==> config.mk <==
export PLATFORM = sky130hd
export DESIGN_NAME = undp_data_port
export DESIGN_NICKNAME = d
export VERILOG_FILES = /design/src/rtl/undp_pkg.sv /design/src/rtl/undp_data_port.sv /design/src/rtl/undp_frame_builder.sv /design/src/rtl/undp_sticky_flags.sv
export SDC_FILE = /design/constraint.sdc
export NUM_CORES = 1
export LEC_CHECK = 0
export BUFFER_PORTS_ARGS = -buffer_cell sky130_fd_sc_hd__buf_2
export CORE_ASPECT_RATIO = 2
export CORE_MARGIN = 2
export CORE_UTILIZATION = 43
export CTS_CLUSTER_SIZE = 16
export DETAILED_ROUTE_END_ITERATION = 10
export PLACE_DENSITY = 0.81
export SLEW_MARGIN = 15
export SYNTH_ARGS = -nofsm -noshare
export SYNTH_HDL_FRONTEND = slang
export SYNTH_SLANG_ARGS = --single-unit
==> constraint.sdc <==
create_clock -name aclk -period 1.7 [get_ports aclk]
set_clock_uncertainty 0.05 [all_clocks]
set_input_delay 0.17 -clock aclk [delete_from_list [all_inputs] [get_ports aclk]]
set_output_delay 0.17 -clock aclk [all_outputs]
set_load 0.03 [all_outputs]
==> src/rtl/undp_pkg.sv <==
// Shared constants and carrier types for the ninth-bit data port
package undp_pkg;

    // Register indices; byte address is four times the index
    localparam logic [7:0] CTL3_IDX    = 8'h46;
    localparam logic [7:0] DATA_IDX    = 8'h47;
    localparam logic [7:0] STAT_IDX    = 8'h48;
    localparam logic [9:0] BLOCK_BASE  = 10'h200;
    localparam logic [9:0] NONBLK_BASE = 10'h300;

    // Control register three fields
    localparam int CTL_RX_NINTH = 7;
    localparam int CTL_TX_NINTH = 6;
    localparam int CTL_DIR      = 5;
    localparam int CTL_FLIP     = 4;

    // Error flags, same positions in status and enable fields
    localparam int ERR_OVERRUN = 3;
    localparam int ERR_NOISE   = 2;
    localparam int ERR_FRAMING = 1;
    localparam int ERR_PARITY  = 0;
    localparam int ERR_W       = 4;
    localparam int STAT_RX_FULL  = 4;
    localparam int STAT_TX_EMPTY = 5;

    localparam logic [7:0] CTL3_RESET = 8'h00;
    localparam logic [7:0] DATA_RESET = 8'h00;
    localparam logic [1:0] RESP_OKAY   = 2'b00;
    localparam logic [1:0] RESP_SLVERR = 2'b10;

    // Shift register lengths for eight- and nine-bit formats
    localparam logic [3:0] FRAME_LEN_8 = 4'd10;
    localparam logic [3:0] FRAME_LEN_9 = 4'd11;

    typedef struct packed {
        logic        awvalid;
        logic [11:0] awaddr;
        logic        wvalid;
        logic [31:0] wdata;
        logic [3:0]  wstrb;
        logic        bready;
        logic        arvalid;
        logic [11:0] araddr;
        logic        rready;
    } undp_axi_req_type;

    typedef struct packed {
        logic        awready;
        logic        wready;
        logic        bvalid;
        logic [1:0]  bresp;
        logic        arready;
        logic        rvalid;
        logic [31:0] rdata;
        logic [1:0]  rresp;
    } undp_axi_rsp_type;

    typedef struct packed {
        logic       valid;
        logic [8:0] data;
        logic       noise;
        logic       framing;
        logic       parity;
    } undp_rx_char_type;

    typedef struct packed {
        logic        valid;
        logic [10:0] word;
        logic [3:0]  len;
    } undp_tx_load_type;

endpackage : undp_pkg

==> src/rtl/undp_data_port.sv <==
// Control register three, data register and error interrupt
//
// The AXI4-Lite register port was decided locally.
`timescale 1ns/1ps

module undp_data_port
    import undp_pkg::*;
(
    // Clock and reset
    input  wire logic             aclk,
    input  wire logic             aresetn,
    input  wire logic             ce,
    // Register bus
    input  wire undp_axi_req_type axi_req,
    output undp_axi_rsp_type      axi_rsp,
    // Port configuration from other registers
    input  wire logic             nine_bit_mode,
    input  wire logic             loopback_select,
    input  wire logic             rx_source_select,
    // Receive shifter
    input  wire undp_rx_char_type rx_char,
    // Transmit shifter
    output undp_tx_load_type      tx_load,
    input  wire logic             tx_load_ready,
    input  wire logic             tx_shift_bit,
    // Transmit pin
    output logic                  txd_out,
    output logic                  txd_oe,
    // Status and interrupt
    output logic                  rx_buffer_full_flag,
    output logic                  err_irq
);
    import undp_pkg::*;

    typedef enum {
        SEL_NONE,
        SEL_CTL3,
        SEL_DATA,
        SEL_STAT
    } undp_sel_type;

    typedef struct packed {
        logic              have_aw;
        logic [9:0]        aw_idx;
        logic              have_w;
        logic [7:0]        w_data;
        logic              w_lane;
        logic              bvalid;
        logic [1:0]        bresp;
        logic              rvalid;
        logic [1:0]        rresp;
        logic [7:0]        rdata;
        logic              rx_ninth_bit;
        logic              tx_ninth_bit;
        logic              single_wire_out_dir;
        logic              tx_polarity_flip;
        logic [ERR_W-1:0]  irq_en;
        logic [7:0]        rx_buf;
        logic              rx_full;
        logic [ERR_W-1:0]  armed;
        logic              armed_full;
        logic [10:0]       tx_word;
        logic [3:0]        tx_len;
        logic              tx_pending;
    } undp_state_type;

    undp_state_type   s;
    undp_state_type   next_s;
    logic [ERR_W-1:0] flags;
    logic [ERR_W-1:0] flag_set;
    logic [ERR_W-1:0] flag_clr;
    logic [10:0]      built_word;
    logic [3:0]       built_len;

    ////////////////////////////////////////////////////////////////////////////

    // Both base windows alias the same registers
    function automatic undp_sel_type decode(input logic [9:0] idx);
        undp_sel_type sel;
        sel = SEL_NONE;
        if (idx[9:8] == BLOCK_BASE[9:8] || idx[9:8] == NONBLK_BASE[9:8]) begin
            if (idx[7:0] == CTL3_IDX) begin
                sel = SEL_CTL3;
            end else if (idx[7:0] == DATA_IDX) begin
                sel = SEL_DATA;
            end else if (idx[7:0] == STAT_IDX) begin
                sel = SEL_STAT;
            end
        end
        return sel;
    endfunction : decode

    // Control three as read back; receive ninth bit is read-only
    function automatic logic [7:0] ctl3_view(input undp_state_type st);
        logic [7:0] v;
        v               = CTL3_RESET;
        v[CTL_RX_NINTH] = st.rx_ninth_bit;
        v[CTL_TX_NINTH] = st.tx_ninth_bit;
        v[CTL_DIR]      = st.single_wire_out_dir;
        v[CTL_FLIP]     = st.tx_polarity_flip;
        v[ERR_W-1:0]    = st.irq_en;
        return v;
    endfunction : ctl3_view

    ////////////////////////////////////////////////////////////////////////////

    // Shift word from the captured byte and the kept ninth bit
    undp_frame_builder u_builder (
        .data     (s.w_data),
        .ninth    (s.tx_ninth_bit),
        .nine_bit (nine_bit_mode),
        .word     (built_word),
        .len      (built_len)
    );

    // Error flags: a set beats a clear in the same cycle
    undp_sticky_flags #(
        .W (ERR_W)
    ) u_flags (
        .aclk    (aclk),
        .aresetn (aresetn),
        .ce      (ce),
        .set     (flag_set),
        .clr     (flag_clr),
        .q       (flags)
    );

    ////////////////////////////////////////////////////////////////////////////

    always_comb begin
        undp_sel_type wsel;
        undp_sel_type rsel;
        logic         do_write;
        logic         do_read;
        wsel     = decode(s.aw_idx);
        rsel     = decode(axi_req.araddr[11:2]);
        // Write executes once address and data are both held
        do_write = s.have_aw && s.have_w && !s.bvalid;
        do_read  = axi_req.arvalid && !s.rvalid;
        next_s   = s;
        flag_set = '0;
        flag_clr = '0;

        // Address and data taken in either order
        if (axi_req.awvalid && !s.have_aw && !s.bvalid) begin
            next_s.have_aw = 1'b1;
            next_s.aw_idx  = axi_req.awaddr[11:2];
        end
        if (axi_req.wvalid && !s.have_w && !s.bvalid) begin
            next_s.have_w = 1'b1;
            next_s.w_data = axi_req.wdata[7:0];
            next_s.w_lane = axi_req.wstrb[0];
        end
        if (s.bvalid && axi_req.bready) begin
            next_s.bvalid = 1'b0;
        end
        if (s.rvalid && axi_req.rready) begin
            next_s.rvalid = 1'b0;
        end

        // Shifter takes the waiting word
        if (s.tx_pending && tx_load_ready) begin
            next_s.tx_pending = 1'b0;
        end

        // Register writes
        if (do_write) begin
            next_s.have_aw = 1'b0;
            next_s.have_w  = 1'b0;
            next_s.bvalid  = 1'b1;
            next_s.bresp   = (wsel == SEL_NONE) ? RESP_SLVERR : RESP_OKAY;
            // Only byte lane zero carries a register
            if (s.w_lane) begin
                unique case (wsel)
                    SEL_CTL3: begin
                        next_s.tx_ninth_bit        = s.w_data[CTL_TX_NINTH];
                        next_s.single_wire_out_dir = s.w_data[CTL_DIR];
                        next_s.tx_polarity_flip    = s.w_data[CTL_FLIP];
                        next_s.irq_en              = s.w_data[ERR_W-1:0];
                    end
                    SEL_DATA: begin
                        // A word still waiting is replaced by the newer one
                        next_s.tx_word    = built_word;
                        next_s.tx_len     = built_len;
                        next_s.tx_pending = 1'b1;
                    end
                    SEL_STAT: begin
                        flag_clr = s.w_data[ERR_W-1:0];
                    end
                    SEL_NONE: begin
                    end
                endcase
            end
        end

        // Register reads and their side effects
        if (do_read) begin
            next_s.rvalid = 1'b1;
            next_s.rresp  = (rsel == SEL_NONE) ? RESP_SLVERR : RESP_OKAY;
            next_s.rdata  = 8'h00;
            // Unmapped reads return zero with an error response
            unique case (rsel)
                SEL_CTL3: begin
                    next_s.rdata = ctl3_view(s);
                end
                SEL_DATA: begin
                    next_s.rdata = s.rx_buf;
                    flag_clr     = flag_clr | (s.armed & flags);
                    if (s.armed_full) begin
                        next_s.rx_full = 1'b0;
                    end
                    // Any data read ends the sequence, armed or not
                    next_s.armed      = '0;
                    next_s.armed_full = 1'b0;
                end
                SEL_STAT: begin
                    next_s.rdata                = 8'h00;
                    next_s.rdata[ERR_W-1:0]     = flags;
                    next_s.rdata[STAT_RX_FULL]  = s.rx_full;
                    next_s.rdata[STAT_TX_EMPTY] = !s.tx_pending;
                    // Snapshot of what a following data read may clear
                    next_s.armed                = flags;
                    next_s.armed_full           = s.rx_full;
                end
                SEL_NONE: begin
                end
            endcase
        end

        // Character from the receive shifter
        if (rx_char.valid) begin
            // Full test sees the flag before a same-cycle clear
            if (s.rx_full) begin
                flag_set[ERR_OVERRUN] = 1'b1;
            end else begin
                next_s.rx_buf       = rx_char.data[7:0];
                // Ninth bit reads zero in eight-bit format
                next_s.rx_ninth_bit = nine_bit_mode & rx_char.data[8];
                next_s.rx_full      = 1'b1;
                flag_set[ERR_NOISE]   = rx_char.noise;
                flag_set[ERR_FRAMING] = rx_char.framing;
                flag_set[ERR_PARITY]  = rx_char.parity;
            end
        end
    end

    // Reset: single-wire pin listens, output not inverted, interrupts off
    always_ff @(posedge aclk) begin
        if (!aresetn) begin
            s <= '0;
        end else if (ce) begin
            s <= next_s;
        end
    end

    ////////////////////////////////////////////////////////////////////////////

    always_comb begin
        // Readies drop while a transfer is held or answered
        axi_rsp         = '0;
        axi_rsp.awready = !s.have_aw && !s.bvalid;
        axi_rsp.wready  = !s.have_w && !s.bvalid;
        axi_rsp.bvalid  = s.bvalid;
        axi_rsp.bresp   = s.bresp;
        axi_rsp.arready = !s.rvalid;
        axi_rsp.rvalid  = s.rvalid;
        axi_rsp.rdata   = {24'h00_0000, s.rdata};
        axi_rsp.rresp   = s.rresp;
    end

    // Waiting word offered to the shifter until taken
    assign tx_load.valid = s.tx_pending;
    assign tx_load.word  = s.tx_word;
    assign tx_load.len   = s.tx_len;

    // Pin drives only when not listening in single-wire mode
    assign txd_out = tx_shift_bit ^ s.tx_polarity_flip;
    assign txd_oe  = (loopback_select && rx_source_select) ? s.single_wire_out_dir : 1'b1;

    // Cleared by a status read followed by a data read
    assign rx_buffer_full_flag = s.rx_full;

    // Overrun, noise, framing, parity each gated by its enable
    assign err_irq = |(flags & s.irq_en);

endmodule : undp_data_port

==> src/rtl/undp_frame_builder.sv <==
// Builds the transmit shift word, LSB first
`timescale 1ns/1ps
module undp_frame_builder
    import undp_pkg::*;
(
    // Character in
    input  wire logic [7:0]  data,
    input  wire logic        ninth,
    input  wire logic        nine_bit,
    // Shift word out
    output logic      [10:0] word,
    output logic      [3:0]  len
);

    always_comb begin
        word      = 11'h7FF;
        word[0]   = 1'b0;
        word[8:1] = data;
        if (nine_bit) begin
            word[9] = ninth;
        end
        len = nine_bit ? FRAME_LEN_9 : FRAME_LEN_8;
    end

endmodule : undp_frame_builder

==> src/rtl/undp_sticky_flags.sv <==
// Sticky event flags, set wins over clear
`timescale 1ns/1ps
module undp_sticky_flags #(
    parameter int W = 4
) (
    // Clock and reset
    input  wire logic         aclk,
    input  wire logic         aresetn,
    input  wire logic         ce,
    // Events and clears
    input  wire logic [W-1:0] set,
    input  wire logic [W-1:0] clr,
    // Flags
    output logic      [W-1:0] q
);

    typedef struct packed {
        logic [W-1:0] flags;
    } undp_sticky_type;

    undp_sticky_type s;
    undp_sticky_type next_s;

    always_comb begin
        next_s       = s;
        next_s.flags = (s.flags & ~clr) | set;
    end

    always_ff @(posedge aclk) begin
        if (!aresetn) begin
            s <= '0;
        end else if (ce) begin
            s <= next_s;
        end
    end

    assign q = s.flags;

endmodule : undp_sticky_flags
==> results of run 1 <==
[worst paths after layout]
kind,from,endpoint,slack (ps),depth (start not counted)
hold / removal,axi_req[63],s[71]$_SDFFE_PN0P_,30,3
hold reg to reg,s[27]$_SDFFE_PN0P_,s[27]$_SDFFE_PN0P_,410,2
setup reg to reg,s[69]$_SDFFE_PN0P_,tx_load[6]$_SDFFE_PN0P_,-170,7
setup / recovery,s[69]$_SDFFE_PN0P_,tx_load[6]$_SDFFE_PN0P_,-170,7
[tightest hold or removal path: cells and delay by family]
kind / cells / cell delay, ps
and+or+nand+nor: 1 / 40
buffers and inverters: 1 / 90
AOI/OAI and AO/OA: 1 / 50
[metal layers]
layer	global-route usage, %	vias to the layer above	wire length, um
met2	37.7	143	4490
met5	0	-	0
met1	19.2	1334	2910
li1	-	1418	-
met3	4.28	19	536
met4	8.52	0	235
[synthesized netlist by cell type (5+ instances only)]
| cell | n |
|---|---|
| dfxtp_1 | 70 |
| mux2i_1 | 24 |
| a21o_1 | 5 |
| nand3_1 | 5 |
| inv_1 | 8 |
| nor2_1 | 21 |
| nand3b_1 | 8 |
| a32o_1 | 5 |
| a22oi_1 | 8 |
| a21oi_1 | 34 |
| nand2_1 | 87 |
| o22ai_1 | 5 |
| clkbuf_1 | 15 |
| buf_4 | 55 |
[flip-flops by register name (all words and copies together), names as in the netlist]
name	cells
axi_rsp	12
u_flags.q	4
s	41
tx_load	12
rx_buffer_full_flag	1
[layout make-up]
cell class	count	area, um2	area share, %
Tap cell	94	118	2.88
Clock inverter	4	20.0	0.490
Timing Repair Buffer	112	678	16.6
Clock buffer	12	267	6.53
Multi-Input combinational cell	268	1570	38.3
Inverter	9	33.8	0.827
Sequential cell	70	1400	34.3
[timing repair]
action                                  in CTS  in global routing
gates cloned                                 0                  1
endpoints found under the setup margin      21                 23
buffers inserted                             1                  2
pin swaps                                    1                  0
gates resized for setup                      6                  2
[per-stage QoR]
step / worst slack, ps / util, %
floorplan: -112 / -
finish: -167 / 54.1
CTS: -175 / 53.4
detailed placement: -175 / 49.0
global route: -237 / 54.1
global placement: -121 / 49.0
[power by group]
group / switching, mW / internal [mW] / leakage (nW)
Combinational: 0.281 / 0.146 / 1.09
Clock: 0.660 / 1.09 / 0.148
Sequential: 0.0388 / 1.69 / 0.568
Total: 0.979 / 2.93 / 1.81
[logic make-up (layout without fill, tap and decap cells)]
| logic type | after synthesis | after routing |
|---|---|---|
| AND/OR/NAND/NOR | 143 | 143 |
| buffers and inverters | 80 | 137 |
| AO/OA/AOI/OAI | 72 | 72 |
| flip-flops | 70 | 70 |
| multiplexers | 24 | 24 |
| other | 1 | 28 |
| XOR/XNOR | 1 | 1 |
==> results by group, run 1 <==
Clock tree
  • Clock slew at reported path FFs: 50 ps
  • Latest clock arrival within the worst-skew pair: around 330 ps
  • CTS Buf Count: 9
  • Clock Path Buffers: 2
  • Htree depth: 3
  • Clock Sinks: 70
  • CTS tree: built
  • Post-CTS Hold Buffers: 0
  • Clock Root Buffer: clkbuf_16

Setup path
  • Worst setup path class: reg2reg
  • WP data required: roughly 1900 ps
  • CP max stage delay: between 500 and 600 ps
  • CP Launch Type: flip-flop
  • Crit-path leading delay family: simple AND/OR/NAND/NOR gates
  • CP max-delay cell: or4b_4
  • Worst EP arrival: between 2000 and 2500 ps
  • CP bufs+invs: 3
  • Maximum fanout along the worst path: 5
  • Setup crit end kind: flip-flop
  • CP Cell Sequence: or4b_4 > buf_6 > nor4_4 > buf_4 > clkbuf_16 > mux2i_1 > nor2_1

Synthesis
  • Xor and xnor area share after synthesis: less than 1%
  • Main synth FF type: dfxtp_1
  • Distinct cells, synth: just over 40
  • Adder-cell share of the synthesized area: 0%
  • Synth warnings: 0
  • Cell taking the most area after synthesis: dfxtp_1
  • Post-Syn Instances: approximately 400
  • Mean Syn Cell Area: 8.51 um2
  • EDFF count, synth: 0
  • #FFs+latches synth: 70
  • Post-synthesis mux area share: under 10%
  • Synth top area share: between 40% and 50%
  • Sequential area share after synthesis: a little over two fifths
  • Async set-reset flop share out of synthesis: 0%
  • Post-Syn Area: 3330 um2
  • Synth top area cells: dfxtp_1 42%, buf_4 12%, nand2_1 9.8%, mux2i_1 7.2%, a21oi_1 5.1%
  • Synth Area in Simple Gates: 21.2%
  • Largest family of logic cells by synthesized area: simple AND/OR/NAND/NOR gates
  • Post-synthesis compound-gate area fraction: 13.8%

Finish
  • Nets: 556
  • Share of post-route cells with drive strength above 1: a little under 30%
  • Layout fillers: ~720
  • Most frequent cells in the layout: 87 x nand2_1, 85 x buf_2, 70 x dfxtp_1, 34 x a21oi_1, 28 x conb_1
  • Fin cells: approximately 570
  • # diodes: 0
  • Area Overhead vs Synth: 22.8%
  • Final instance area: between 4000 and 5000 um2
  • Most common cell after layout, fill and taps aside: nand2_1

Routing
  • DR iter-0 viols: between 150 and 200
  • Avg WL per Cell: 14.4 um
  • ANT nets after route: 0
  • Final wirelength: a little over 8000 um
  • DR vias: roughly 2900
  • Drt pass-1 iters: 4
  • DRC: 0
  • Drt via density: roughly 5.1

STA
  • Final worst slack: -167 ps
  • Tmin final: 1870 ps
  • Setup TNS: -2980 ps
  • Max Clock Freq: ~540 MHz
  • Worst slew pin tran: just over 500 ps
  • Final setup fails: 23
  • Final Hold Viols: 0
  • Relative slew slack: about two thirds
  • Worst hold slack: between 20 and 30 ps
  • Final Max Slew Viols: 0
  • Final worst-path cycle share: 110%
  • RSZ-0062 raised after global routing: yes

Power
  • Peak supply drop: between 700 and 800 uV
  • Total power: ~4 mW
  • Pleak: between 1.5 and 2 nW
  • P per Cell Area: ~960 nW/um2

Global route
  • Total grt overflow: 0
  • Pin count of the biggest net entering global routing: 26
  • Global-route wire length before repair: about 13000 um
  • Vias in the first global route: approximately 2800
  • Tot GR Track Use: between 10% and 20%
  • Initial antenna violation count: 0

Die
  • Total die area: approximately 8500 um2
  • CORE AREA: 7540 um2
  • Die W: between 60 and 70 um
  • Initial Utilization: between 40 and 50%
  • Rows: 45
  • Die Y: approximately 130 um
  • Ports: 147

Placed design
  • Cells after DPL: 549
  • Placed cell areas: 3700 um2
  • Routability cong.: around 0.87
  • DP HPWL: 6160 um
  • PortBufs: 85

Hold path
  • Worst Hold Class: in2reg

Outcome
  • Failing checks: setup timing
  • Outcome: finished with violations

Flow run
  • Max-Cap Viols: 0
No activity file was read; power rests on OpenSTA's default activity.
==> run 2, diff against run 1 <==
--- a/config.mk
+++ b/config.mk
@@ -11,6 +11,7 @@
 export CORE_UTILIZATION = 43
 export CTS_CLUSTER_SIZE = 16
 export DETAILED_ROUTE_END_ITERATION = 10
+export MAX_ROUTING_LAYER = met4
 export PLACE_DENSITY = 0.81
 export SLEW_MARGIN = 15
 export SYNTH_ARGS = -nofsm -noshare
==> results by group, run 2 (synthesis gave the netlist of run 1 again) <==
Outcome
  • Outcome: finished with violations
  • Failing checks: setup timing

STA
  • Tmin final: roughly 1900 ps
  • Relative slew slack: between 60% and 70%
  • Final setup fails: 23
  • Final Max Slew Viols: 0
  • Final worst-path cycle share: 110%
  • Worst hold slack: roughly 25 ps
  • Setup TNS: -3010 ps
  • Final Hold Viols: 0
  • RSZ-0062 raised after global routing: yes
  • Worst slew pin tran: around 520 ps
  • Final worst slack: -165 ps
  • Max Clock Freq: ~540 MHz

Finish
  • Most common cell after layout, fill and taps aside: nand2_1
  • Max reg flops: 41
  • Most frequent cells in the layout: 87 x nand2_1, 85 x buf_2, 70 x dfxtp_1, 34 x a21oi_1, 28 x conb_1
  • Share of post-route cells with drive strength above 1: between 20% and 30%
  • Largest register by flop count: s
  • Area Overhead vs Synth: 22.8%
  • Nets: 556
  • # diodes: 0

Flow run
  • Max-Cap Viols: 0

Clock tree
  • Htree depth: 3
  • Clock slew at reported path FFs: ~50 ps
  • CTS tree: built
  • Post-CTS Hold Buffers: 0
  • Latest clock arrival within the worst-skew pair: roughly 330 ps
  • CTS Buf Count: 9
  • Clock Sinks: 70
  • Clock Root Buffer: clkbuf_16
  • Clock Path Buffers: 2

Die
  • Ports: ~150
  • Total die area: between 8000 and 9000 um2
  • CORE AREA: between 7000 and 8000 um2
  • Initial Utilization: 44.1%
  • Rows: 45
  • Die Y: roughly 130 um
  • Die W: about 66 um

Setup path
  • R2R cell count: 7
  • CP Launch Type: flip-flop
  • Maximum fanout along the worst path: 5
  • R2R setup slack: -170 ps
  • CP Cell Sequence: or4b_4 > buf_6 > nor4_4 > buf_4 > clkbuf_16 > mux2i_1 > nor2_1
  • Worst setup path class: reg2reg
  • CP max stage delay: 550 ps
  • WP data required: 1870 ps
  • Worst EP arrival: between 2000 and 2500 ps
  • CP max-delay cell: or4b_4
  • Setup crit end kind: flip-flop
  • Reg-to-reg critical path endpoint: tx_load[8]$_SDFFE_PN0P_
  • Worst r2r src: s[69]$_SDFFE_PN0P_

Power
  • P per Cell Area: approximately 960 nW/um2
  • Pleak: approximately 1.8 nW
  • Peak supply drop: 769 uV

Routing
  • DRC: 0
  • Avg WL per Cell: about 14 um
  • ANT nets after route: 0
  • Drt pass-1 iters: 5
  • DR vias: approximately 2900
  • Final wirelength: 8150 um
  • Drt via density: around 5.1
  • DR iter-0 viols: between 150 and 200

Hold path
  • Hold depth: 3
  • Hold path endpoint: s[71]$_SDFFE_PN0P_
  • Worst Hold Class: in2reg
  • Hold Crit Start: axi_req[63]

Global route
  • Pin count of the biggest net entering global routing: 26
  • Tot GR Track Use: between 20% and 30%
  • Vias in the first global route: roughly 2800
  • Global-route wire length before repair: roughly 13000 um
  • Total grt overflow: 0
  • Initial antenna violation count: 0

Placed design
  • DP HPWL: slightly above 6000 um
  • Routability cong.: approximately 0.89
  • PortBufs: between 80 and 90
-- run 2: cell counts in the layout (fill, tap and decap cells not counted) --
Identical to the previous run, type by type.
-- run 2: timing repair --
item / CTS / global route
buffers inserted: 1 / 2
resized for setup: 6 / 2
gates cloned: 0 / 1
pin swaps: 1 / 0
endpoints found under the setup margin: 21 / 23
endpoints found under the hold margin: 0 / 0
-- run 2: area by class of cell --
type / instances / area [um2]
tap: 94 / 118
inverter: 9 / 33.8
clock inverter: 4 / 20.0
sequential: 70 / 1400
timing repair buffer: 112 / 678
fill: 718 / 3460
clock buffer: 12 / 267
multi-input combinational: 268 / 1570
-- run 2: critical path: cells and delay by family, from the launching register on --
| family | cells | cell delay (ps) |
|---|---|---|
| AND/OR/NAND/NOR | 3 | 710 |
| buffers and inverters | 3 | 510 |
| flip-flops | 1 | 310 |
| multiplexers | 1 | 180 |
-- run 2: metrics by stage --
step	total power, mW	utilization, %	cell area (um2)	std cells	setup WS, ps
6_report	3.91	54.1	4080	569	-165
2_1_floorplan	2.08	-	3440	418	-112
3_5_place_dp	2.18	49.0	3700	549	-175
3_3_place_gp	2.17	49.0	3700	549	-121
5_1_grt	4.04	54.1	4080	569	-237
4_1_cts	3.94	53.4	4030	566	-175
-- run 2: report_power, final --
group          switching [mW]  total (mW)  internal [mW]
Clock                   0.658        1.75           1.09
Sequential             0.0389        1.73           1.69
Combinational           0.281       0.427          0.146
-- run 2: metal layers --
layer | global-route usage, % | wire [um] | vias to the layer above
li1 | - | - | 1414
met1 | 19.1 | 2910 | 1338
met2 | 37.8 | 4490 | 146
met3 | 3.76 | 531 | 20
met4 | 8.88 | 223 | 0
met5 | - | 0 | -
-- run 2: how the worst max path moves through the flow --
stage / startpoint / to / slack [ps] / cells past startpoint
3_3_place_gp: s[69]$_SDFFE_PN0P_ / s[32]$_SDFFE_PN0P_ / -120 / 4
6_report: s[69]$_SDFFE_PN0P_ / tx_load[8]$_SDFFE_PN0P_ / -170 / 7
4_1_cts: s[69]$_SDFFE_PN0P_ / s[30]$_SDFFE_PN0P_ / -180 / 4
5_1_grt: s[69]$_SDFFE_PN0P_ / s[30]$_SDFFE_PN0P_ / -240 / 4
3_5_place_dp: s[69]$_SDFFE_PN0P_ / s[36]$_SDFFE_PN0P_ / -180 / 4
2_1_floorplan: s[69]$_SDFFE_PN0P_ / s[30]$_SDFFE_PN0P_ / -110 / 4
==> run 3, diff against run 2 <==
--- a/config.mk
+++ b/config.mk
@@ -6,13 +6,15 @@
 export NUM_CORES = 1
 export LEC_CHECK = 0
 export BUFFER_PORTS_ARGS = -buffer_cell sky130_fd_sc_hd__buf_2
+export CELL_PAD_IN_SITES_DETAIL_PLACEMENT = 1
+export CELL_PAD_IN_SITES_GLOBAL_PLACEMENT = 2
 export CORE_ASPECT_RATIO = 2
 export CORE_MARGIN = 2
-export CORE_UTILIZATION = 43
+export CORE_UTILIZATION = 23
 export CTS_CLUSTER_SIZE = 16
 export DETAILED_ROUTE_END_ITERATION = 10
 export MAX_ROUTING_LAYER = met4
-export PLACE_DENSITY = 0.81
+export PLACE_DENSITY = 0.79
 export SLEW_MARGIN = 15
 export SYNTH_ARGS = -nofsm -noshare
 export SYNTH_HDL_FRONTEND = slang
==> results by group, run 3 (synthesis gave the netlist of run 1 again) <==
Outcome
  • Outcome: finished with violations
  • Failing checks: setup timing

Finish
  • # diodes: 0
  • Share of post-route cells with drive strength above 1: 31.4%
  • Most common cell after layout, fill and taps aside: nand2_1
  • Layout fillers: roughly 1800
  • Max reg flops: just over 40
  • Fin cells: 673
  • Largest register by flop count: s
  • Area Overhead vs Synth: 29.2%
  • Final instance area: between 4000 and 5000 um2
  • Nets: 562
  • Most frequent cells in the layout: 87 x nand2_1, 85 x buf_2, 69 x dfxtp_1, 33 x a21oi_1, 28 x conb_1
  • Final Util: roughly 30%

Global route
  • Global-route wire length before repair: 15700 um
  • Tot GR Track Use: 13.7%
  • Initial antenna violation count: 0
  • Total grt overflow: 0
  • Pin count of the biggest net entering global routing: 30
  • Vias in the first global route: around 3200

Setup path
  • CP Launch Type: flip-flop
  • Worst EP arrival: 2040 ps
  • Worst setup path class: reg2reg
  • Maximum fanout along the worst path: 5
  • WP data required: between 1500 and 2000 ps
  • Setup crit end kind: flip-flop

Clock tree
  • Post-CTS Hold Buffers: 0
  • CTS Buf Count: 9
  • Latest clock arrival within the worst-skew pair: 330 ps
  • Clock Sinks: 70
  • Clock slew at reported path FFs: 60 ps
  • Clock Path Buffers: 2
  • Htree depth: 3
  • CTS tree: built
  • Clock Root Buffer: clkbuf_16

Die
  • Total die area: approximately 15000 um2
  • Ports: between 100 and 150
  • CORE AREA: approximately 14000 um2
  • Rows: 62
  • Initial Utilization: a little under a quarter
  • Die W: between 80 and 90 um
  • Die Y: between 150 and 200 um

Routing
  • DR iter-0 viols: 109
  • Drt via density: about 4.4
  • Final wirelength: about 10000 um
  • Avg WL per Cell: about 15 um
  • ANT nets after route: 0
  • DR vias: 2934
  • Drt pass-1 iters: 4
  • DRC: 0

STA
  • Final worst-path cycle share: 111%
  • Setup TNS: -3060 ps
  • RSZ-0062 raised after global routing: yes
  • Final setup fails: 23
  • Final Hold Viols: 0
  • Tmin final: between 1500 and 2000 ps
  • Max Clock Freq: around 530 MHz
  • Final Max Slew Viols: 0
  • Final worst slack: -182 ps

Placed design
  • DP HPWL: about 8000 um
  • Cells after DPL: 653
  • Worst slack at placement: -189 ps
  • PortBufs: 85
  • Placed cell areas: between 3000 and 4000 um2
  • Routability cong.: 0.794

Power
  • Pleak: between 1.5 and 2 nW
  • P per Cell Area: 983 nW/um2
  • Peak supply drop: 488 uV

Hold path
  • Worst Hold Class: in2reg

Flow run
  • Max-Cap Viols: 0
run 3: what timing repair did:
item                       in CTS  in global routing
pin swaps                       1                  8
setup endpoints to repair      23                 32
gates cloned                    0                  1
gates resized for setup         1                 14
buffers inserted                0                  3
run 3: worst paths after layout:
| kind | from | to | slack [ps] | cells after the start |
|---|---|---|---|---|
| setup / recovery | s[69]$_SDFFE_PN0P_ | tx_load[5]$_SDFFE_PN0P_ | -180 | 7 |
| hold / removal | rx_char[6] | s[25]$_SDFFE_PN0P_ | 20 | 3 |
| setup reg to reg | s[69]$_SDFFE_PN0P_ | tx_load[5]$_SDFFE_PN0P_ | -180 | 7 |
| hold reg to reg | s[27]$_SDFFE_PN0P_ | s[27]$_SDFFE_PN0P_ | 410 | 2 |
run 3: worst max-delay path, cell delays in order (launching register included):
cell and delay, ps:
dfxtp_2 320, or4b_4 550, buf_6 150, nor4_4 130, buf_6 170, clkbuf_16 150, mux2i_1 180, nor2_1 60
run 3: area by class of cell:
class | instances | area [um2] | share of cell area (%)
Inverter | 9 | 33.8 | 0.786
Timing Repair Buffer | 118 | 722 | 16.8
Clock buffer | 10 | 239 | 5.56
Sequential cell | 70 | 1400 | 32.7
Tap cell | 192 | 240 | 5.59
Multi-Input combinational cell | 268 | 1570 | 36.6
Clock inverter | 6 | 85.1 | 1.98
run 3: stage by stage:
step	hold WS, ps	power, mW
6_report	22.2	4.22
3_3_place_gp	367	2.20
2_1_floorplan	256	2.08
3_5_place_dp	369	2.21
5_1_grt	20.5	4.39
4_1_cts	16.2	4.27
run 3: power by group:
part	internal (mW)	switching, mW	leakage (nW)
Sequential	1.69	0.0420	0.569
Clock	1.32	0.723	0.154
Combinational	0.153	0.294	1.12
Total	3.16	1.06	1.84
run 3: metal layers:
| metal | vias to the layer above | global-route usage, % | routed length (um) |
|---|---|---|---|
| li1 | 1428 | - | - |
| met1 | 1405 | 13.4 | 3600 |
| met2 | 88 | 25.5 | 5850 |
| met3 | 13 | 1.85 | 453 |
| met4 | 0 | 5.97 | 198 |
| met5 | - | - | 0 |
